<file path="src/hdl/frc_pkg.sv">
// constants shared by the fault response configuration block
package frc_pkg;

   localparam int WORD_W = 26;
   localparam int ADDR_W = 7;
   localparam int FLAG_W = 12;
   localparam int HOLD_CNT_W = 8;
   localparam int PCT_W = 7;

   ////////////////////////////////////////////////////////////////////////////
   // register offsets on the programming link
   localparam logic [ADDR_W-1:0] OFS_CFG_NV = 7'h3C;
   localparam logic [ADDR_W-1:0] OFS_CFG_SHADOW = 7'h7C;
   localparam logic [ADDR_W-1:0] OFS_MASK_NV = 7'h3D;
   localparam logic [ADDR_W-1:0] OFS_MASK_SHADOW = 7'h7D;
   localparam logic [ADDR_W-1:0] OFS_UNLOCK = 7'h7E;
   localparam logic [ADDR_W-1:0] OFS_STATUS = 7'h7F;

   ////////////////////////////////////////////////////////////////////////////
   // output lock and error response word fields
   localparam int BIT_ANA_CODE_REQ = 25;
   localparam int MEMLOCK_HI = 24;
   localparam int MEMLOCK_LO = 21;
   localparam int ENTRY_HI = 20;
   localparam int ENTRY_LO = 19;
   localparam int BIT_TEST_DIS = 18;
   localparam int BIT_OV_SEL = 17;
   localparam int BIT_UV_SEL = 16;
   localparam int SPARE_HI = 15;
   localparam int SPARE_LO = 13;
   localparam int DAC_HI = 12;
   localparam int DAC_LO = 10;
   localparam int BIT_FILT = 9;
   localparam int BIT_DIG_RESP = 8;
   localparam int ANA_RESP_HI = 7;
   localparam int ANA_RESP_LO = 6;
   localparam int HOLD_HI = 5;
   localparam int HOLD_LO = 3;
   localparam int BIT_ANALOG_EVENT_ENTRY_LOCK = 2;
   localparam int BIT_RX_RISE = 1;
   localparam int BIT_RX_FALL = 0;

   ////////////////////////////////////////////////////////////////////////////
   // error flag mask word fields
   localparam int MASK_OV = 11;
   localparam int MASK_UV = 10;
   localparam int MASK_SIG_PATH = 9;
   localparam int MASK_MEM_SBE = 8;
   localparam int MASK_POR = 7;
   localparam int MASK_RADIUS = 6;
   localparam int MASK_LOGIC = 5;
   localparam int MASK_OSC = 4;
   localparam int MASK_SAT = 3;
   localparam int MASK_TEMP = 2;
   localparam int MASK_CLAMP = 1;
   localparam int MASK_ANA_CHECK = 0;

   ////////////////////////////////////////////////////////////////////////////
   // codes and reset values
   localparam logic [1:0] ENTRY_OV_OR_FUNC = 2'h0;
   localparam logic [1:0] ENTRY_OV_ONLY = 2'h1;
   localparam logic [1:0] ENTRY_FUNC_ONLY = 2'h2;
   localparam logic [1:0] ENTRY_NONE = 2'h3;
   localparam logic [1:0] ANA_RESP_HIZ_A = 2'h0;
   localparam logic [1:0] ANA_RESP_HIGH = 2'h1;
   localparam logic [1:0] ANA_RESP_LOW = 2'h2;
   localparam logic [1:0] ANA_RESP_HIZ_B = 2'h3;
   localparam logic [WORD_W-1:0] CFG_NV_RESET = 26'h0000000;
   localparam logic [WORD_W-1:0] MASK_NV_RESET = 26'h0000000;
   localparam logic [WORD_W-1:0] UNLOCK_CODE_DEFAULT = 26'h2C3A5D1;

   typedef enum {FRC_LOAD, FRC_RUN} frc_phase_type;

endpackage : frc_pkg

</file>
<file path="src/hdl/frc_hold_if.sv">
// hold-off counter connection between the top and its counters
`timescale 1ns/10ps
`default_nettype none
interface frc_hold_if;
   logic cond;
   logic update;
   logic [frc_pkg::HOLD_CNT_W-1:0] target;
   logic active;
   modport owner (output cond, output update, output target, input active);
   modport counter (input cond, input update, input target, output active);
endinterface : frc_hold_if
`default_nettype wire

</file>
<file path="src/hdl/frc_hold_counter.sv">
// counts condition-free updates after a condition ends
`timescale 1ns/10ps
`default_nettype none
module frc_hold_counter (
   input wire logic clk_i,
   input wire logic reset_n_i,
   frc_hold_if.counter hold
);
   logic armed;
   logic [frc_pkg::HOLD_CNT_W-1:0] count;

   // a new condition restarts the run of clean updates
   always_ff @(posedge clk_i or negedge reset_n_i) begin
      if (!reset_n_i) begin
         armed <= 1'b0;
         count <= '0;
      end else if (hold.cond) begin
         armed <= 1'b1;
         count <= '0;
      end else if (armed && count >= hold.target) begin
         armed <= 1'b0;
         count <= '0;
      end else if (armed && hold.update) begin
         count <= count + 1'b1;
      end
   end

   assign hold.active = hold.cond | (armed & (count < hold.target));
endmodule : frc_hold_counter
`default_nettype wire

</file>
<file path="src/hdl/frc_config_top.sv">
// fault response configuration: nv and shadow words, masking, locks, output responses
`timescale 1ns/10ps
`default_nettype none
// What this block does
// - mask bits 11..7 hide OV,UV,path,SBE,POR flags
// - mask bits 6..0 hide remaining seven flags
// - masking never alters position data
// - analog lock needs unlock code first
// - nonzero memory lock rejects nv writes
// - entry field selects allowed entry triggers
// - entry code 11 refuses all communication
// - test disable blocks margin tests
// - select bits pick OV/UV threshold
// - spare bits stored, no effect
// - DAC span code picks output scaling
// - filter bit picks 15/30 kHz corner
// - clear bit: PWM half freq, SENT diag
// - set bit: digital output high-Z on error
// - analog response: high-Z, high or low
// - analog release after clean update count
// - digital UV report held after recovery
// - analog lock needs analog entry event
// - rise threshold select for receiver
// - fall threshold select, digital entry level
module frc_config_top #(
   parameter logic [frc_pkg::WORD_W-1:0] CFG_NV_INIT = frc_pkg::CFG_NV_RESET,
   parameter logic [frc_pkg::WORD_W-1:0] MASK_NV_INIT = frc_pkg::MASK_NV_RESET,
   parameter logic [frc_pkg::WORD_W-1:0] UNLOCK_CODE = frc_pkg::UNLOCK_CODE_DEFAULT
) (
   input wire logic clk_i,
   input wire logic reset_n_i,
   input wire logic prog_req_i,
   input wire logic prog_we_i,
   input wire logic [frc_pkg::ADDR_W-1:0] prog_addr_i,
   input wire logic [frc_pkg::WORD_W-1:0] prog_wdata_i,
   output logic prog_ack_o,
   output logic prog_refused_o,
   output logic [frc_pkg::WORD_W-1:0] prog_rdata_o,
   output logic prog_enabled_o,
   input wire logic analog_mode_i,
   input wire logic sent_mode_i,
   input wire logic func_pulse_i,
   input wire logic ana_entry_i,
   input wire logic ov_above_lo_i,
   input wire logic ov_above_hi_i,
   input wire logic uv_below_lo_i,
   input wire logic uv_below_hi_i,
   input wire logic [9:0] flags_i,
   input wire logic angle_update_i,
   input wire logic [15:0] pos_data_i,
   output logic [15:0] pos_data_o,
   output logic [frc_pkg::FLAG_W-1:0] reported_flags_o,
   output logic error_active_o,
   output logic pwm_half_freq_o,
   output logic sent_diag_error_o,
   output logic dig_out_hiz_o,
   output logic ana_hiz_o,
   output logic ana_force_high_o,
   output logic ana_force_low_o,
   output logic uv_report_o,
   output logic [frc_pkg::PCT_W-1:0] dac_span_low_pct_o,
   output logic [frc_pkg::PCT_W-1:0] dac_span_high_pct_o,
   output logic analog_filter_corner_select_o,
   output logic prog_rx_rise_level_select_o,
   output logic prog_rx_fall_level_select_o,
   input wire logic margin_test_req_i,
   output logic margin_test_en_o
);
   if (UNLOCK_CODE == '0) begin : g_check
      $error("unlock code must be nonzero");
   end

   ////////////////////////////////////////////////////////////////////////////
   // functions

   // span code to low and high percent of supply
   function automatic logic [2*frc_pkg::PCT_W-1:0] dac_span(input logic [2:0] code);
      case (code)
         3'h0: dac_span = {7'h00, 7'h64};
         3'h1: dac_span = {7'h04, 7'h60};
         3'h2: dac_span = {7'h05, 7'h5F};
         3'h3: dac_span = {7'h06, 7'h60};
         3'h4: dac_span = {7'h07, 7'h5D};
         3'h5: dac_span = {7'h08, 7'h5C};
         3'h6: dac_span = {7'h0A, 7'h5A};
         default: dac_span = {7'h0F, 7'h55};
      endcase
   endfunction : dac_span

   // analog release count: 0 for code 0, else 2^(code-1)
   function automatic logic [frc_pkg::HOLD_CNT_W-1:0] ana_hold(input logic [2:0] code);
      if (code == 3'h0) begin
         ana_hold = 8'h00;
      end else begin
         ana_hold = 8'h01 << (code - 3'h1);
      end
   endfunction : ana_hold

   // digital undervoltage report count: 2^code
   function automatic logic [frc_pkg::HOLD_CNT_W-1:0] uv_hold(input logic [2:0] code);
      uv_hold = 8'h01 << code;
   endfunction : uv_hold

   ////////////////////////////////////////////////////////////////////////////
   // pin synchronisers and edges
   logic [5:0] pin_meta;
   logic [5:0] pin_sync;
   logic func_last;
   logic ana_last;
   logic ov_last;

   always_ff @(posedge clk_i or negedge reset_n_i) begin
      if (!reset_n_i) begin
         pin_meta <= '0;
         pin_sync <= '0;
      end else begin
         pin_meta <= {func_pulse_i, ana_entry_i, ov_above_lo_i, ov_above_hi_i, uv_below_lo_i, uv_below_hi_i};
         pin_sync <= pin_meta;
      end
   end

   logic func_s;
   logic ana_s;
   logic ov_lo_s;
   logic ov_hi_s;
   logic uv_lo_s;
   logic uv_hi_s;
   assign {func_s, ana_s, ov_lo_s, ov_hi_s, uv_lo_s, uv_hi_s} = pin_sync;

   ////////////////////////////////////////////////////////////////////////////
   // nv and shadow words
   frc_pkg::frc_phase_type phase;
   logic [frc_pkg::WORD_W-1:0] cfg_nv;
   logic [frc_pkg::WORD_W-1:0] cfg_sh;
   logic [frc_pkg::WORD_W-1:0] mask_nv;
   logic [frc_pkg::WORD_W-1:0] mask_sh;
   logic wr_cfg_nv;
   logic wr_cfg_sh;
   logic wr_mask_nv;
   logic wr_mask_sh;

   // shadow copies take the nv words once after reset
   always_ff @(posedge clk_i or negedge reset_n_i) begin
      if (!reset_n_i) begin
         phase <= frc_pkg::FRC_LOAD;
      end else begin
         case (phase)
            frc_pkg::FRC_LOAD: phase <= frc_pkg::FRC_RUN;
            default: phase <= frc_pkg::FRC_RUN;
         endcase
      end
   end

   always_ff @(posedge clk_i or negedge reset_n_i) begin
      if (!reset_n_i) begin
         cfg_nv <= CFG_NV_INIT;
         mask_nv <= MASK_NV_INIT;
      end else begin
         if (wr_cfg_nv) begin
            cfg_nv <= prog_wdata_i;
         end
         if (wr_mask_nv) begin
            mask_nv <= prog_wdata_i;
         end
      end
   end

   always_ff @(posedge clk_i or negedge reset_n_i) begin
      if (!reset_n_i) begin
         cfg_sh <= '0;
         mask_sh <= '0;
      end else if (phase == frc_pkg::FRC_LOAD) begin
         cfg_sh <= cfg_nv;
         mask_sh <= mask_nv;
      end else begin
         if (wr_cfg_sh) begin
            cfg_sh <= prog_wdata_i;
         end
         if (wr_mask_sh) begin
            mask_sh <= prog_wdata_i;
         end
      end
   end

   logic [1:0] entry_sel;
   logic [2:0] hold_code;
   logic [1:0] ana_resp;
   assign entry_sel = cfg_sh[frc_pkg::ENTRY_HI:frc_pkg::ENTRY_LO];
   assign hold_code = cfg_sh[frc_pkg::HOLD_HI:frc_pkg::HOLD_LO];
   assign ana_resp = cfg_sh[frc_pkg::ANA_RESP_HI:frc_pkg::ANA_RESP_LO];

   ////////////////////////////////////////////////////////////////////////////
   // supply detection and flag masking
   logic ov_detect;
   logic uv_detect;
   assign ov_detect = cfg_sh[frc_pkg::BIT_OV_SEL] ? ov_hi_s : ov_lo_s;
   assign uv_detect = cfg_sh[frc_pkg::BIT_UV_SEL] ? uv_hi_s : uv_lo_s;

   logic [frc_pkg::FLAG_W-1:0] raw_flags;
   assign raw_flags = {ov_detect, uv_detect, flags_i};

   always_ff @(posedge clk_i or negedge reset_n_i) begin
      if (!reset_n_i) begin
         reported_flags_o <= '0;
         error_active_o <= 1'b0;
         pos_data_o <= '0;
      end else if (phase == frc_pkg::FRC_RUN) begin
         reported_flags_o <= raw_flags & ~mask_sh[frc_pkg::FLAG_W-1:0];
         error_active_o <= |(raw_flags & ~mask_sh[frc_pkg::FLAG_W-1:0]);
         pos_data_o <= pos_data_i;
      end
   end

   ////////////////////////////////////////////////////////////////////////////
   // hold-off counters
   frc_hold_if ana_hold_bus ();
   frc_hold_if uv_hold_bus ();

   assign ana_hold_bus.cond = error_active_o;
   assign ana_hold_bus.update = angle_update_i;
   assign ana_hold_bus.target = ana_hold(hold_code);
   assign uv_hold_bus.cond = reported_flags_o[frc_pkg::MASK_UV];
   assign uv_hold_bus.update = angle_update_i;
   assign uv_hold_bus.target = uv_hold(hold_code);

   frc_hold_counter u_ana_hold (
      .clk_i(clk_i),
      .reset_n_i(reset_n_i),
      .hold(ana_hold_bus.counter)
   );

   frc_hold_counter u_uv_hold (
      .clk_i(clk_i),
      .reset_n_i(reset_n_i),
      .hold(uv_hold_bus.counter)
   );

   ////////////////////////////////////////////////////////////////////////////
   // output responses
   logic dig_resp;
   assign dig_resp = cfg_sh[frc_pkg::BIT_DIG_RESP];

   always_ff @(posedge clk_i or negedge reset_n_i) begin
      if (!reset_n_i) begin
         pwm_half_freq_o <= 1'b0;
         sent_diag_error_o <= 1'b0;
         dig_out_hiz_o <= 1'b0;
         ana_hiz_o <= 1'b0;
         ana_force_high_o <= 1'b0;
         ana_force_low_o <= 1'b0;
         uv_report_o <= 1'b0;
      end else begin
         pwm_half_freq_o <= error_active_o & ~dig_resp & ~sent_mode_i;
         sent_diag_error_o <= error_active_o & ~dig_resp & sent_mode_i;
         dig_out_hiz_o <= error_active_o & dig_resp;
         ana_hiz_o <= ana_hold_bus.active & (ana_resp == frc_pkg::ANA_RESP_HIZ_A
                      || ana_resp == frc_pkg::ANA_RESP_HIZ_B);
         ana_force_high_o <= ana_hold_bus.active & (ana_resp == frc_pkg::ANA_RESP_HIGH);
         ana_force_low_o <= ana_hold_bus.active & (ana_resp == frc_pkg::ANA_RESP_LOW);
         uv_report_o <= uv_hold_bus.active;
      end
   end

   always_ff @(posedge clk_i or negedge reset_n_i) begin
      if (!reset_n_i) begin
         dac_span_low_pct_o <= '0;
         dac_span_high_pct_o <= '0;
         analog_filter_corner_select_o <= 1'b0;
         prog_rx_rise_level_select_o <= 1'b0;
         prog_rx_fall_level_select_o <= 1'b0;
         margin_test_en_o <= 1'b0;
      end else begin
         {dac_span_low_pct_o, dac_span_high_pct_o} <= dac_span(cfg_sh[frc_pkg::DAC_HI:frc_pkg::DAC_LO]);
         analog_filter_corner_select_o <= cfg_sh[frc_pkg::BIT_FILT];
         prog_rx_rise_level_select_o <= cfg_sh[frc_pkg::BIT_RX_RISE];
         prog_rx_fall_level_select_o <= cfg_sh[frc_pkg::BIT_RX_FALL];
         margin_test_en_o <= margin_test_req_i & ~cfg_sh[frc_pkg::BIT_TEST_DIS];
      end
   end

   ////////////////////////////////////////////////////////////////////////////
   // programming entry and access gating
   logic entry_seen;
   logic ana_event_seen;
   logic unlocked;
   logic trig_ov;
   logic trig_func;
   logic trig_ok;

   always_ff @(posedge clk_i or negedge reset_n_i) begin
      if (!reset_n_i) begin
         func_last <= 1'b0;
         ana_last <= 1'b0;
         ov_last <= 1'b0;
      end else begin
         func_last <= func_s;
         ana_last <= ana_s;
         ov_last <= ov_detect;
      end
   end

   assign trig_ov = ov_detect & ~ov_last;
   assign trig_func = func_s & ~func_last;
   always_comb begin
      case (entry_sel)
         frc_pkg::ENTRY_OV_OR_FUNC: trig_ok = trig_ov | trig_func;
         frc_pkg::ENTRY_OV_ONLY: trig_ok = trig_ov;
         frc_pkg::ENTRY_FUNC_ONLY: trig_ok = trig_func;
         default: trig_ok = 1'b0;
      endcase
   end

   always_ff @(posedge clk_i or negedge reset_n_i) begin
      if (!reset_n_i) begin
         entry_seen <= 1'b0;
         ana_event_seen <= 1'b0;
      end else if (phase == frc_pkg::FRC_RUN) begin
         if (trig_ok) begin
            entry_seen <= 1'b1;
         end
         if (ana_s && !ana_last) begin
            ana_event_seen <= 1'b1;
         end
      end
   end

   logic unlock_ok;
   assign unlock_ok = ~(cfg_sh[frc_pkg::BIT_ANA_CODE_REQ] & analog_mode_i) | unlocked;
   assign prog_enabled_o = (phase == frc_pkg::FRC_RUN)
                           && (entry_sel != frc_pkg::ENTRY_NONE)
                           && (analog_mode_i || entry_seen)
                           && (!cfg_sh[frc_pkg::BIT_ANALOG_EVENT_ENTRY_LOCK] || !analog_mode_i || ana_event_seen);

   logic addr_known;
   logic is_nv;
   logic refuse;
   assign addr_known = prog_addr_i inside {frc_pkg::OFS_CFG_NV, frc_pkg::OFS_CFG_SHADOW, frc_pkg::OFS_MASK_NV,
                                           frc_pkg::OFS_MASK_SHADOW, frc_pkg::OFS_UNLOCK, frc_pkg::OFS_STATUS};
   assign is_nv = (prog_addr_i == frc_pkg::OFS_CFG_NV) || (prog_addr_i == frc_pkg::OFS_MASK_NV);
   assign refuse = !prog_enabled_o || !addr_known
                   || (prog_we_i && is_nv && cfg_sh[frc_pkg::MEMLOCK_HI:frc_pkg::MEMLOCK_LO] != 4'h0)
                   || (prog_we_i && prog_addr_i == frc_pkg::OFS_STATUS)
                   || (!prog_we_i && prog_addr_i == frc_pkg::OFS_UNLOCK)
                   || (!unlock_ok && prog_addr_i != frc_pkg::OFS_UNLOCK);

   logic do_wr;
   assign do_wr = prog_req_i & prog_we_i & ~refuse;
   assign wr_cfg_nv = do_wr && prog_addr_i == frc_pkg::OFS_CFG_NV;
   assign wr_cfg_sh = do_wr && prog_addr_i == frc_pkg::OFS_CFG_SHADOW;
   assign wr_mask_nv = do_wr && prog_addr_i == frc_pkg::OFS_MASK_NV;
   assign wr_mask_sh = do_wr && prog_addr_i == frc_pkg::OFS_MASK_SHADOW;

   always_ff @(posedge clk_i or negedge reset_n_i) begin
      if (!reset_n_i) begin
         unlocked <= 1'b0;
      end else if (do_wr && prog_addr_i == frc_pkg::OFS_UNLOCK && prog_wdata_i == UNLOCK_CODE) begin
         unlocked <= 1'b1;
      end
   end

   logic [frc_pkg::WORD_W-1:0] next_rdata;
   always_comb begin
      case (prog_addr_i)
         frc_pkg::OFS_CFG_NV: next_rdata = cfg_nv;
         frc_pkg::OFS_CFG_SHADOW: next_rdata = cfg_sh;
         frc_pkg::OFS_MASK_NV: next_rdata = {14'h0000, mask_nv[frc_pkg::FLAG_W-1:0]};
         frc_pkg::OFS_MASK_SHADOW: next_rdata = {14'h0000, mask_sh[frc_pkg::FLAG_W-1:0]};
         frc_pkg::OFS_STATUS: next_rdata = {8'h00, unlocked, ana_event_seen, entry_seen, uv_report_o,
                                            ana_hold_bus.active, error_active_o, reported_flags_o};
         default: next_rdata = '0;
      endcase
   end

   always_ff @(posedge clk_i or negedge reset_n_i) begin
      if (!reset_n_i) begin
         prog_ack_o <= 1'b0;
         prog_refused_o <= 1'b0;
         prog_rdata_o <= '0;
      end else begin
         prog_ack_o <= prog_req_i & ~refuse;
         prog_refused_o <= prog_req_i & refuse;
         if (prog_req_i && !prog_we_i && !refuse) begin
            prog_rdata_o <= next_rdata;
         end
      end
   end
endmodule : frc_config_top
`default_nettype wire

</file>
<file path="config.mk">
export PLATFORM = sky130hd
export DESIGN_NAME = frc_config_top
export DESIGN_NICKNAME = d
export VERILOG_FILES = /design/src/hdl/frc_pkg.sv /design/src/hdl/frc_hold_if.sv /design/src/hdl/frc_hold_counter.sv /design/src/hdl/frc_config_top.sv
export SDC_FILE = /design/constraint.sdc
export NUM_CORES = 1
export LEC_CHECK = 0
export BUFFER_PORTS_ARGS = -buffer_cell sky130_fd_sc_hd__buf_2
export CAP_MARGIN = 20
export CELL_PAD_IN_SITES_DETAIL_PLACEMENT = 1
export CELL_PAD_IN_SITES_GLOBAL_PLACEMENT = 1
export CORE_ASPECT_RATIO = 1.1
export CORE_MARGIN = 3
export CORE_UTILIZATION = 39
export CTS_BUF_LIST = sky130_fd_sc_hd__clkbuf_8
export DETAILED_ROUTE_END_ITERATION = 10
export GPL_TIMING_DRIVEN = 0
export PLACE_DENSITY_LB_ADDON = 0.12
export SETUP_SLACK_MARGIN = 0.02
export SLEW_MARGIN = 10
export SYNTH_ARGS = -nofsm -noshare
export SYNTH_HDL_FRONTEND = slang
export SYNTH_HIERARCHICAL = 1
export SYNTH_SLANG_ARGS = --single-unit
</file>
<file path="constraint.sdc">
create_clock -name clk_i -period 3 [get_ports clk_i]
set_clock_uncertainty 0.2 [all_clocks]
set_input_delay 0.15 -clock clk_i [delete_from_list [all_inputs] [get_ports clk_i]]
set_output_delay 0.15 -clock clk_i [all_outputs]
set_load 0.05 [all_outputs]
</file>
=== Yosys cells after proc, flatten, opt, wreduce, memory -nomap -nowiden ===
Index checks and enable logic that the tools add are counted.

* Bits in registers: 195
* Input port bits: 73
* Output and inout port bits: 83

* Add/subtract/negate cells: 3
* Order comparisons: 4
* Equality and inequality tests: 20
* Shift operators: 2
* Multiplexer cells: 20
* Bitwise gates (word level): 30
* Reductions and logical operators: 55

{| class="wikitable"
|+ Operators with widths
! kind !! number
|-
| $pmux W26 S5 || 1
|-
| $pmux W11 S7 || 1
|-
| $mux W8 || 7
|-
| $mux W26 || 2
|-
| $logic_not A32 Y1 || 1
|-
| $eq A7 B7 Y1 const B || 4
|-
| $eq A26 B26 Y1 const B || 1
|-
| $mux W12 || 2
|-
| $logic_and A1 B1 Y1 || 21
|-
| $and A1 B1 Y1 || 17
|-
| $add A8 B1 Y8 const B || 2
|-
| $ge A8 B8 Y1 || 2
|-
| $lt A8 B8 Y1 || 2
|-
| $shl A1 B3 Y8 const A || 2
|-
| $eq A7 B6 Y1 const B || 2
|-
| $and A12 B12 Y12 || 1
|-
| $not A12 Y12 || 1
|-
| $reduce_or A12 Y1 || 1
|-
| $logic_or A1 B1 Y1 || 10
|-
| $eq A3 B3 Y1 const B || 3
|-
| $logic_not A1 Y1 || 8
|-
| $reduce_bool A2 Y1 || 4
|-
| $ne A7 B7 Y1 const B || 1
|-
| $not A1 Y1 || 7
|-
| 15 further kinds || 31
|}

=== Logic depth before layout (Yosys ltp) ===
Gate-level depths: netlist of the first run.

* Word-level depth: 15
* Depth in mapped cells: 11

=== Hierarchy ===
Netlist of the first run, hierarchy kept.

{| class="wikitable"
|+ By module, submodules not included
! module !! times used !! cells an instance !! area each (um^2) !! sequential area each (um^2)
|-
| frc_config_top || 1 || 684 || 7562.3 || 4304.1
|-
| frc_hold_counter || 2 || 80 || 709.4 || 225.2
|}

=== Worst setup path after synthesis of the first run ===
OpenSTA, ideal clock, no wires.

* Path kind: flip-flop to flip-flop
* Start point: reg phase[0]
* End point: reg cfg_nv[10] (netlist name)
* Library setup time: 125 ps
* Arrival: 2861 ps
* Slack: -185 ps
* Stages on the path, launching flop included: 8
* Buffers on the path: 2
* Clock period less this slack: 3185 ps
* Path through: dfrtp_1 buf_4 a21bo_1 or3b_1 or3_4 nor4b_4 buf_4 mux2_2

* Cells in the longest elaborated chain, start to end: 12

{| class="wikitable"
|+ Ends and longest elaborated chain
! what !! line !! text
|-
| start, declared || frc_config_top.sv:132 || <nowiki>frc_pkg::frc_phase_type phase;</nowiki>
|-
| start signal, assigned || frc_config_top.sv:145 || <nowiki>phase <= frc_pkg::FRC_LOAD;</nowiki>
|-
| start signal, assigned || frc_config_top.sv:148 || <nowiki>frc_pkg::FRC_LOAD: phase <= frc_pkg::FRC_RUN;</nowiki>
|-
| start signal, assigned || frc_config_top.sv:149 || <nowiki>default: phase <= frc_pkg::FRC_RUN;</nowiki>
|-
| $logic_and A1 B1 Y1 || frc_config_top.sv:330 || <nowiki>&& (entry_sel != frc_pkg::ENTRY_NONE)</nowiki>
|-
| $logic_and A1 B1 Y1 || frc_config_top.sv:331 || <nowiki>&& (analog_mode_i || entry_seen)</nowiki>
|-
| $logic_and A1 B1 Y1 || frc_config_top.sv:332 || <nowiki>&& (!cfg_sh[frc_pkg::BIT_ANALOG_EVENT_ENTRY_LOCK] || !analog_mode_i || ana_event_seen);</nowiki>
|-
| $logic_not A1 Y1 || frc_config_top.sv:340 || <nowiki>assign refuse = !prog_enabled_o || !addr_known</nowiki>
|-
| $logic_or A1 B1 Y1 || frc_config_top.sv:340 ||
|-
| $logic_or A1 B1 Y1 || frc_config_top.sv:341 || <nowiki>|| (prog_we_i && is_nv && cfg_sh[frc_pkg::MEMLOCK_HI:frc_pkg::MEMLOCK_LO] != 4'h0)</nowiki>
|-
| $logic_or A1 B1 Y1 || frc_config_top.sv:342 || <nowiki>|| (prog_we_i && prog_addr_i == frc_pkg::OFS_STATUS)</nowiki>
|-
| $logic_or A1 B1 Y1 || frc_config_top.sv:343 || <nowiki>|| (!prog_we_i && prog_addr_i == frc_pkg::OFS_UNLOCK)</nowiki>
|-
| $logic_or A1 B1 Y1 || frc_config_top.sv:344 || <nowiki>|| (!unlock_ok && prog_addr_i != frc_pkg::OFS_UNLOCK);</nowiki>
|-
| $not A1 Y1 || frc_config_top.sv:347 || <nowiki>assign do_wr = prog_req_i & prog_we_i & ~refuse;</nowiki>
|-
| $and A1 B1 Y1 || frc_config_top.sv:347 ||
|-
| $logic_and A1 B1 Y1 || frc_config_top.sv:348 || <nowiki>assign wr_cfg_nv = do_wr && prog_addr_i == frc_pkg::OFS_CFG_NV;</nowiki>
|-
| end signal, assigned || frc_config_top.sv:160 || <nowiki>cfg_nv <= prog_wdata_i;</nowiki>
|-
| end, declared || frc_config_top.sv:133 || <nowiki>logic [frc_pkg::WORD_W-1:0] cfg_nv;</nowiki>
|}

Every way passes these cells.
A chain may end at the register's enable or synchronous reset.

=== Worst setup path in the final report of the first run ===
* Start point: reg phase[0]
* End point: reg prog_rdata_o[20] (netlist name)

* Cells in the longest elaborated chain, start to end: 11

{| class="wikitable"
|+ Ends and longest elaborated chain
! what !! line !! text
|-
| $logic_and A1 B1 Y1 || frc_config_top.sv:330 ||
|-
| $logic_and A1 B1 Y1 || frc_config_top.sv:331 ||
|-
| $logic_and A1 B1 Y1 || frc_config_top.sv:332 ||
|-
| $logic_not A1 Y1 || frc_config_top.sv:340 ||
|-
| $logic_or A1 B1 Y1 || frc_config_top.sv:340 ||
|-
| $logic_or A1 B1 Y1 || frc_config_top.sv:341 ||
|-
| $logic_or A1 B1 Y1 || frc_config_top.sv:342 ||
|-
| $logic_or A1 B1 Y1 || frc_config_top.sv:343 ||
|-
| $logic_or A1 B1 Y1 || frc_config_top.sv:344 ||
|-
| $logic_not A1 Y1 || frc_config_top.sv:382 || <nowiki>if (prog_req_i && !prog_we_i && !refuse) begin</nowiki>
|-
| $logic_and A1 B1 Y1 || frc_config_top.sv:382 ||
|-
| end signal, assigned || frc_config_top.sv:383 || <nowiki>prog_rdata_o <= next_rdata;</nowiki>
|-
| end, declared || frc_config_top.sv:38 || <nowiki>output logic [frc_pkg::WORD_W-1:0] prog_rdata_o,</nowiki>
|}

Every way passes these cells.

==> out/qor.txt, run 1 <==
number of register bits inferred by synthesis = 190
critical path launch point type = register
clock period minus worst slack = 2910 ps
maximum clock insertion buffer count = 2
standard-cell rows = 57
final RePlAce weighted congestion = 0.820
detailed-route DRC error count = 0
Post-Place Cell Area = 10200 um2
die span in y = 165 um
RSZ-0062 raised after global routing = yes
share of flip-flops with an asynchronous set or reset after synthesis = 1.00
Post-synth EDFFs = 0
Yosys Warn Count = 6
violation count after the first detailed-routing iteration = 342
maximum fanout count along the critical path = 10
required time at the endpoint of the critical path = 3170 ps
via count of the routed design = 7288
worst flop-to-flop path endpoint = prog_rdata_o[20]
total half-perimeter wirelength after legalization and detailed placement = 19100 um
number of slew-limit violations in the final report = 0
Setup CP Type = register to register
slew of the pin with the lowest slew margin = 850 ps
area share of the largest cell type after synthesis = 0.529
total negative slack = 0 ps
Highest Clock Rate = 344 MHz
post-placement worst setup slack = -287 ps
total I/O pin count = 156
total congestion overflow after global routing = 0
sequential fraction of the synthesis area = 0.529
initial core utilization = 0.401
maximum number of pins on one net before global-route repair = 104
count of cells along the worst register-to-register path = 7
number of port buffers = 152
most frequent cells in the layout = sky130_fd_sc_hd__dfrtp_1, sky130_fd_sc_hd__buf_2, sky130_fd_sc_hd__nand2_1
library cell with the largest summed area after synthesis = sky130_fd_sc_hd__dfrtp_1
area of combinational cells with multiple inputs = 3930 um2
synthesized area divided by synthesized cell count = 10.6 um2
number of distinct library cell variants in the gate-level netlist after synthesis = 54
worst min path class = primary input to asynchronous set/reset pin
startpoint of the most critical register-to-register path = phase[0]
overall die width = 151 um
gr usage total = 0.225
total wire length = 26900 um
register clock-pin slew on the reported worst setup and hold paths = 100 ps
launch point of the worst path = phase[0]
area enclosed by the die boundary = 24900 um2
Tot Pwr = 5.48 mW
Final Hold Viols = 0
FILL cells = 2582
prevailing post-synth register cell = sky130_fd_sc_hd__dfrtp_1
max-cap violations = 0
Setup crit end kind = register
vias per inst = 5.23
number of antenna violations at the first check in global routing = 0
headroom to the max-slew limit = 0.433
fraction of final layout cells with drive strength greater than 1 = 0.278
# nets final = 1179
final clock period utilization by the worst path = 0.969
first-pass iteration count of the detailed router = 4
most common library cell in the layout ignoring fill and taps = sky130_fd_sc_hd__dfrtp_1
post-synthesis instance area = 8980 um2
htree depth = 4
ANT cells = 0
gate count of the mapped netlist = 844
number of global-route vias before repair = 7953
worst-case hold slack = 89.4 ps
Lkg Pwr = 5.24 nW
cell types occupying the most area after synthesis = sky130_fd_sc_hd__dfrtp_1, sky130_fd_sc_hd__mux2_2, sky130_fd_sc_hd__nand2_1
summed area of non-filler cells in the final layout = 11300 um2
final core utilization = 0.503
detail-routed net length per standard cell = 19.3 um
number of nets with antenna violations after detailed routing = 0
count of endpoints failing setup in the final report = 0
Core Area = 22400 um2
result of the run = complete, no violations
final non-filler cell total = 1394
total CTS buffers = 17
placed cell count = 1295
first-pass GRT wire length = 43100 um
Seq. cell area = 4760 um2
WP data arrival = 3080 ps
clock tree from TritonCTS = yes
areal power density over the cells = 487 nW/um2
least setup slack across all paths after layout = 93.4 ps
buffer cell driving the clock tree root = sky130_fd_sc_hd__clkbuf_8
Syn-to-layout area delta = 25.3%
Clock Sink Count = 190
setup slack on the worst flop-to-flop path = 90 ps
clock latency on the worst-skew pair = 470 ps
Max IR drop VDD = 266 uV
## cell families (layout without fill, tap and decap cells)
logic type	count (synthesis)	in the layout	share of synthesized area
DFF	190	190	0.529
muxes	98	98	0.125
and+or+nand+nor	306	306	0.166
other	2	5	0.000836
AOI/OAI and AO/OA	141	141	0.106
buffers and inverters	77	329	0.0359
adders and majority gates	20	20	0.0279
xor gates and xnor gates	10	10	0.00975
## worst max-delay path by stage
stage                             endpoint  slack [ps]  cells after the start
final                     prog_rdata_o[20]          90                      7
after global routing      prog_rdata_o[20]         -60                      7
after floorplan                 cfg_nv[10]          30                      7
after CTS                       cfg_sh[24]          10                      7
after detailed placement        cfg_sh[24]        -290                      7
after global placement            phase[0]       -2170                      1
## Yosys cell counts (7+ instances only)
| cell | number |
|---|---|
| sky130_fd_sc_hd__a31oi_1 | 40 |
| sky130_fd_sc_hd__dfrtp_1 | 190 |
| sky130_fd_sc_hd__buf_4 | 7 |
| sky130_fd_sc_hd__o21ai_0 | 25 |
| sky130_fd_sc_hd__ha_1 | 20 |
| sky130_fd_sc_hd__nor2b_1 | 17 |
| sky130_fd_sc_hd__xnor2_1 | 10 |
| sky130_fd_sc_hd__o31ai_1 | 8 |
| sky130_fd_sc_hd__a221oi_1 | 12 |
| sky130_fd_sc_hd__nor3_1 | 17 |
| sky130_fd_sc_hd__nor2_1 | 78 |
| sky130_fd_sc_hd__and2_1 | 8 |
| sky130_fd_sc_hd__nand4_1 | 9 |
| sky130_fd_sc_hd__mux2_4 | 10 |
| sky130_fd_sc_hd__mux2i_1 | 18 |
| sky130_fd_sc_hd__nor3b_1 | 7 |
| sky130_fd_sc_hd__mux2_2 | 70 |
| sky130_fd_sc_hd__a21oi_1 | 20 |
| sky130_fd_sc_hd__a22oi_1 | 12 |
| sky130_fd_sc_hd__nand2_1 | 122 |
| sky130_fd_sc_hd__inv_1 | 27 |
| sky130_fd_sc_hd__clkbuf_1 | 38 |
## repair_timing
action,CTS,global route
buffers inserted,2,0
setup endpoints to repair,46,44
gates resized for setup,1,19
pin swaps,1,0
endpoints found under the hold margin,204,0
hold buffers,65,0
## layer usage
metal	global-route usage	vias to the layer above	wire length, um
met2	0.394	152	13600
met1	0.282	3651	11700
met3	0.0368	41	982
li1	-	3444	-
met4	0.0746	0	675
met5	0	-	0
## worst max-delay path: stages, from the launching register on
cell and delay (ps):
sky130_fd_sc_hd__dfrtp_2 380, sky130_fd_sc_hd__buf_6 160, sky130_fd_sc_hd__a21bo_1 230, sky130_fd_sc_hd__or3b_1 410
sky130_fd_sc_hd__or4_1 560, sky130_fd_sc_hd__clkbuf_1 220, sky130_fd_sc_hd__clkbuf_1 320, sky130_fd_sc_hd__o31ai_1 330
## final cells by class
type,count,area share
plain buffers,50,0.0220
clock buffers,19,0.0232
clock inverters,13,0.0115
inverters,27,0.00901
multi-input cells,580,0.349
flip-flops and latches,190,0.423
well taps,295,0.0328
repair buffers,220,0.130
## registers in the layout, summed over array words and instances (netlist names), 3 cells and up
register,cells
cfg_nv,26
cfg_sh,26
prog_rdata_o,26
pos_data_o,16
mask_nv,12
mask_sh,12
reported_flags_o,12
u_ana_hold/count,8
u_uv_hold/count,8
dac_span_high_pct_o,6
pin_meta,6
pin_sync,6
dac_span_low_pct_o,3
## power breakdown
part | switching (mW) | internal, mW
Sequential | 0.104 | 2.69
Clock | 0.982 | 0.722
Combinational | 0.649 | 0.340
Total | 1.74 | 3.75
Power figures use the tool's default switching activity.
==> inputs of run 2 (changes only) <==
--- a/config.mk
+++ b/config.mk
@@ -9,8 +9,8 @@
 export CAP_MARGIN = 20
 export CELL_PAD_IN_SITES_DETAIL_PLACEMENT = 1
 export CELL_PAD_IN_SITES_GLOBAL_PLACEMENT = 1
-export CORE_ASPECT_RATIO = 1.1
-export CORE_MARGIN = 3
+export CORE_ASPECT_RATIO = 2
+export CORE_MARGIN = 2
 export CORE_UTILIZATION = 39
 export CTS_BUF_LIST = sky130_fd_sc_hd__clkbuf_8
 export DETAILED_ROUTE_END_ITERATION = 10
==> constraint.sdc (replaced) <==
create_clock -name clk_i -period 3 [get_ports clk_i]
set_clock_uncertainty 0.2 [all_clocks]
set_input_delay 0.3 -clock clk_i [delete_from_list [all_inputs] [get_ports clk_i]]
set_output_delay 0.3 -clock clk_i [all_outputs]
set_load 0.05 [all_outputs]
==> out/qor.txt, run 2 (synthesis results as in run 1) <==
first-pass iteration count of the detailed router = 4
required time at the endpoint of the critical path = 3210 ps
relative contribution of combinational cells to total power = 0.182
setup slack on the worst flop-to-flop path = 100 ps
placed cell count = 1280
clock network fraction of total power = 0.311
Crit path largest cell delay = 410 ps
ANT cells = 0
area enclosed by the die boundary = 24300 um2
RSZ-0062 raised after global routing = yes
count of cells along the worst register-to-register path = 8
cell-internal power = 3.71 mW
total congestion overflow after global routing = 0
worst min path class = primary input to register
standard-cell rows = 78
max-cap violations = 0
overall die width = 111 um
Core Area = 22600 um2
number of antenna violations at the first check in global routing = 0
Setup CP Type = register to register
detailed-route DRC error count = 0
first-pass GRT wire length = 45700 um
worst flop-to-flop path endpoint = cfg_nv[18]
cell repeated most along the worst path = sky130_fd_sc_hd__buf_6
instance count along the most critical hold path = 3
violation count after the first detailed-routing iteration = 262
Final Hold Viols = 0
clock period minus worst slack = 2900 ps
Crit-path slowest cell = sky130_fd_sc_hd__or3b_4
total half-perimeter wirelength after legalization and detailed placement = 21600 um
slew of the pin with the lowest slew margin = 885 ps
total negative slack = 0 ps
# nets final = 1175
number of nets with antenna violations after detailed routing = 0
critical path launch point type = register
via count of the routed design = 7387
final RePlAce weighted congestion = 0.812
startpoint of the most critical register-to-register path = phase[0]
count of buffer and inverter cells on the critical path = 3
register clock-pin slew on the reported worst setup and hold paths = 100 ps
buffer cell driving the clock tree root = sky130_fd_sc_hd__clkbuf_8
worst-case hold slack = 36.3 ps
Critical Path, Cell by Cell = buf_6 > a21bo_1 > or3b_4 > or3_4 > nor4b_4 > buf_6 > buf_6 > mux2_2
WP data arrival = 3110 ps
total wire length = 29400 um
count of endpoints failing setup in the final report = 0
number of global-route vias before repair = 8287
total I/O pin count = 156
FILL cells = 2596
vias per inst = 5.37
Syn-to-layout area delta = 24.7%
Lkg Pwr = 5.21 nW
total CTS buffers = 17
initial core utilization = 0.397
number of slew-limit violations in the final report = 0
maximum fanout count along the critical path = 10
final non-filler cell total = 1375
htree depth = 4
Clock Sink Count = 190
most common library cell in the layout ignoring fill and taps = sky130_fd_sc_hd__dfrtp_1
maximum clock insertion buffer count = 2
detail-routed net length per standard cell = 21.4 um
Highest Clock Rate = 345 MHz
fraction of final layout cells with drive strength greater than 1 = 0.284
startpoint of the tightest hold check path = flags_i[5]
Max IR drop VDD = 380 uV
Sequential Power Share = 0.507
Worst path top cell family by delay = simple AND/OR/NAND/NOR gates
Setup crit end kind = register
maximum number of pins on one net before global-route repair = 100
areal power density over the cells = 492 nW/um2
largest registers = cfg_nv: 26 flops, cfg_sh: 26 flops, prog_rdata_o: 26 flops
final clock period utilization by the worst path = 0.968
switching component of the power = 1.80 mW
result of the run = complete, no violations
clock tree from TritonCTS = yes
fraction of power spent switching nets = 0.326
number of port buffers = 152
die span in y = 219 um
hold-critical path endpoint = reported_flags_o[5]
headroom to the max-slew limit = 0.410
gr usage total = 0.249
most frequent cells in the layout = sky130_fd_sc_hd__dfrtp_1, sky130_fd_sc_hd__buf_2, sky130_fd_sc_hd__nand2_1
clock latency on the worst-skew pair = 530 ps
## run 2: cell types whose count changed in the layout (fill, tap and decap cells not counted), moves of 2 or more
cell                            change
sky130_fd_sc_hd__clkinvlp_4         +3
sky130_fd_sc_hd__clkbuf_1           -5
sky130_fd_sc_hd__buf_2              +2
sky130_fd_sc_hd__dlygate4sd3_1      -3
sky130_fd_sc_hd__clkbuf_2           +2
sky130_fd_sc_hd__inv_8              -2
## run 2: worst max path at each step
stage                   start    endpoint  depth (start not counted)
3_3_place_gp        reset_n_i    phase[0]                          1
4_1_cts              phase[0]  cfg_sh[14]                          7
5_1_grt              phase[0]  cfg_sh[14]                          7
3_5_place_dp   prog_addr_i[1]  cfg_sh[14]                          8
2_1_floorplan        phase[0]  cfg_nv[10]                          7
6_report             phase[0]  cfg_nv[18]                          8
## run 2: timing repair
| action | in CTS | in global routing |
|---|---|---|
| gates cloned | 0 | 0 |
| hold buffers | 62 | 0 |
| gates resized for setup | 4 | 24 |
| pin swaps | 1 | 0 |
| setup endpoints to repair | 62 | 75 |
| buffers inserted | 2 | 0 |
| hold endpoints to repair | 204 | 0 |
## run 2: final cells by class
| type | count | area [um2] | share of cell area |
|---|---|---|---|
| tap | 280 | 350 | 0.0313 |
| sequential | 190 | 4760 | 0.425 |
| clock buffer | 18 | 248 | 0.0221 |
| multi-input combinational | 580 | 3920 | 0.350 |
| clock inverter | 14 | 134 | 0.0120 |
| buffer | 49 | 249 | 0.0222 |
| timing repair buffer | 217 | 1440 | 0.128 |
| inverter | 27 | 101 | 0.00905 |
## run 2: worst min-delay path: stages
cell	delay, ps
sky130_fd_sc_hd__buf_2	70
sky130_fd_sc_hd__nor2b_1	180
sky130_fd_sc_hd__mux2_2	170
## run 2: metrics by stage
step / area (um2) / setup WS, ps / total power, mW / utilization
after global placement: 10100 / -2250 / 3.77 / 0.447
final: 11200 / 97.4 / 5.51 / 0.495
after CTS: 11200 / 5.62 / 5.57 / 0.494
after detailed placement: 10200 / -345 / 3.80 / 0.449
after global routing: 11200 / 8.93 / 5.74 / 0.495
after floorplan: 9010 / 33.7 / 3.42 / -
## run 2: power by group through the flow
stage               Sequential, mW  Combinational (mW)  Clock [mW]
finish                        2.79                1.00        1.71
global route                  2.81                1.08        1.85
CTS                           2.80                1.01        1.76
detailed placement            2.85               0.946           0
global placement              2.84               0.923           0
floorplan                     3.06               0.362           0
## run 2: per-layer routing
metal,wire (um),up-vias,track usage,share of wire
met5,0,-,0,0
met4,1510,0,0.141,0.051
met3,706,62,0.0385,0.024
met2,16900,164,0.488,0.58
met1,10300,3737,0.244,0.35
li1,-,3424,-,-
==> inputs of run 3 (changes only) <==
--- a/config.mk
+++ b/config.mk
@@ -10,7 +10,6 @@
 export CELL_PAD_IN_SITES_DETAIL_PLACEMENT = 1
 export CELL_PAD_IN_SITES_GLOBAL_PLACEMENT = 1
 export CORE_ASPECT_RATIO = 2
-export CORE_MARGIN = 2
 export CORE_UTILIZATION = 39
 export CTS_BUF_LIST = sky130_fd_sc_hd__clkbuf_8
 export DETAILED_ROUTE_END_ITERATION = 10
==> out/qor.txt, run 3 (synthesis results as in run 1) <==
result of the run = complete, no violations
cell repeated most along the worst path = sky130_fd_sc_hd__buf_6
register clock-pin slew on the reported worst setup and hold paths = 100 ps
# nets final = 1175
standard-cell rows = 78
total congestion overflow after global routing = 0
total negative slack = 0 ps
Final Hold Viols = 0
required time at the endpoint of the critical path = 3200 ps
clock latency on the worst-skew pair = 510 ps
Critical Path, Cell by Cell = buf_6 > a21bo_1 > or3b_4 > or3_4 > nor4b_4 > buf_6 > buf_6 > mux2_2
count of cells along the worst register-to-register path = 8
number of nets with antenna violations after detailed routing = 0
Lkg Pwr = 5.26 nW
worst flop-to-flop path endpoint = cfg_nv[16]
worst-case hold slack = 43.3 ps
count of endpoints failing setup in the final report = 0
buffer cell driving the clock tree root = sky130_fd_sc_hd__clkbuf_8
Max IR drop VDD = 387 uV
Core Area = 22600 um2
violation count after the first detailed-routing iteration = 237
number of antenna violations at the first check in global routing = 0
post-placement worst setup slack = -337 ps
FILL cells = 2559
max-cap violations = 0
number of port buffers = 152
worst min path class = primary input to register
htree depth = 4
RSZ-0062 raised after global routing = no
areal power density over the cells = 517 nW/um2
largest registers = cfg_nv: 26 flops, cfg_sh: 26 flops, prog_rdata_o: 26 flops
gr usage total = 0.266
Crit-path slowest cell = sky130_fd_sc_hd__or3b_4
CP Depth = 8
final clock period utilization by the worst path = 0.955
Clock Sink Count = 190
overall die width = 109 um
area enclosed by the die boundary = 23700 um2
Post-Place Cell Area = 10200 um2
total CTS buffers = 17
startpoint of the most critical register-to-register path = phase[0]
ANT cells = 0
headroom to the max-slew limit = 0.325
Crit path largest cell delay = 400 ps
slew of the pin with the lowest slew margin = 1010 ps
first-pass GRT wire length = 45900 um
maximum number of pins on one net before global-route repair = 97
Syn-to-layout area delta = 25.7%
least setup slack across all paths after layout = 134 ps
most common library cell in the layout ignoring fill and taps = sky130_fd_sc_hd__dfrtp_1
setup slack on the worst flop-to-flop path = 130 ps
final core utilization = 0.499
number of global-route vias before repair = 8480
total wire length = 29400 um
Setup CP Type = register to register
number of slew-limit violations in the final report = 0
maximum fanout count along the critical path = 10
first-pass iteration count of the detailed router = 4
WP data arrival = 3060 ps
Worst path top cell family by delay = simple AND/OR/NAND/NOR gates
vias per inst = 5.40
summed area of non-filler cells in the final layout = 11300 um2
most frequent cells in the layout = sky130_fd_sc_hd__dfrtp_1, sky130_fd_sc_hd__buf_2, sky130_fd_sc_hd__nand2_1
launch point of the worst path = phase[0]
clock tree from TritonCTS = yes
total half-perimeter wirelength after legalization and detailed placement = 21500 um
detail-routed net length per standard cell = 21.3 um
crit path to = cfg_nv[16]
detailed-route DRC error count = 0
die span in y = 217 um
clock period minus worst slack = 2870 ps
initial core utilization = 0.397
total I/O pin count = 156
fraction of final layout cells with drive strength greater than 1 = 0.283
final RePlAce weighted congestion = 0.803
critical path launch point type = register
Highest Clock Rate = 349 MHz
via count of the routed design = 7425
Setup crit end kind = register
maximum clock insertion buffer count = 2
count of buffer and inverter cells on the critical path = 3
==> run 3: cell types whose count changed in the layout (fill, tap and decap cells not counted), moves of 2 or more <==
cell,before,now
sky130_fd_sc_hd__clkbuf_1,24,26
sky130_fd_sc_hd__clkinvlp_4,5,2
sky130_fd_sc_hd__bufinv_16,1,5
sky130_fd_sc_hd__inv_6,4,1
==> run 3: timing repair <==
| action | 4_1_cts | 5_1_grt |
|---|---|---|
| setup buffers | 2 | 1 |
| pin swaps | 1 | 0 |
| resized for setup | 5 | 19 |
| hold buffers | 61 | 0 |
| setup endpoints to repair | 59 | 58 |
| endpoints found under the hold margin | 207 | 0 |
==> run 3: metal layers <==
layer  global-route usage  vias to the layer above  share of wire  wire length [um]
met2                0.503                      177           0.57             16700
li1                     -                     3424              -                 -
met3               0.0484                       77          0.032               947
met5                    0                        -              0                 0
met1                0.253                     3747           0.34              9910
met4                0.165                        0          0.060              1770
==> run 3: worst min-delay path: cells and delay by family <==
family	cells	cell delay [ps]
buffers and inverters	1	70
multiplexers	1	180
AND/OR/NAND/NOR	1	170
==> run 3: metrics by stage <==
step           std cells  power (mW)
4_1_cts             1375        5.89
3_3_place_gp        1279        3.77
3_5_place_dp        1280        3.79
6_report            1375        5.83
5_1_grt             1375        6.05
2_1_floorplan        847        3.42
==> run 3: how the worst min path moves through the flow <==
stage / from / endpoint / slack, ps / cells past startpoint
2_1_floorplan: reset_n_i / ana_event_seen / -200 / 0
3_3_place_gp: pin_meta[3] / pin_sync[3] / 130 / 0
3_5_place_dp: pin_meta[3] / pin_sync[3] / 140 / 0
4_1_cts: flags_i[4] / reported_flags_o[4] / 2 / 3
5_1_grt: flags_i[0] / reported_flags_o[0] / 20 / 3
6_report: flags_i[0] / reported_flags_o[0] / 40 / 3
==> run 3: report_power, final <==
group	leakage [nW]	switching [mW]	total [mW]	internal, mW
Sequential	2.45	0.114	2.80	2.69
Clock	0.232	0.988	2.03	1.04
Combinational	2.58	0.666	1.01	0.339
Total	5.26	1.77	5.83	4.06
==> run 3: final cells by class <==
class	instances	area (um2)	area share
sequential	190	4760	0.421
multi-input combinational	580	3930	0.348
timing repair buffer	217	1440	0.127
tap	280	350	0.0310
clock buffer	19	262	0.0232
buffer	49	246	0.0218
clock inverter	13	210	0.0186
inverter	27	101	0.00898
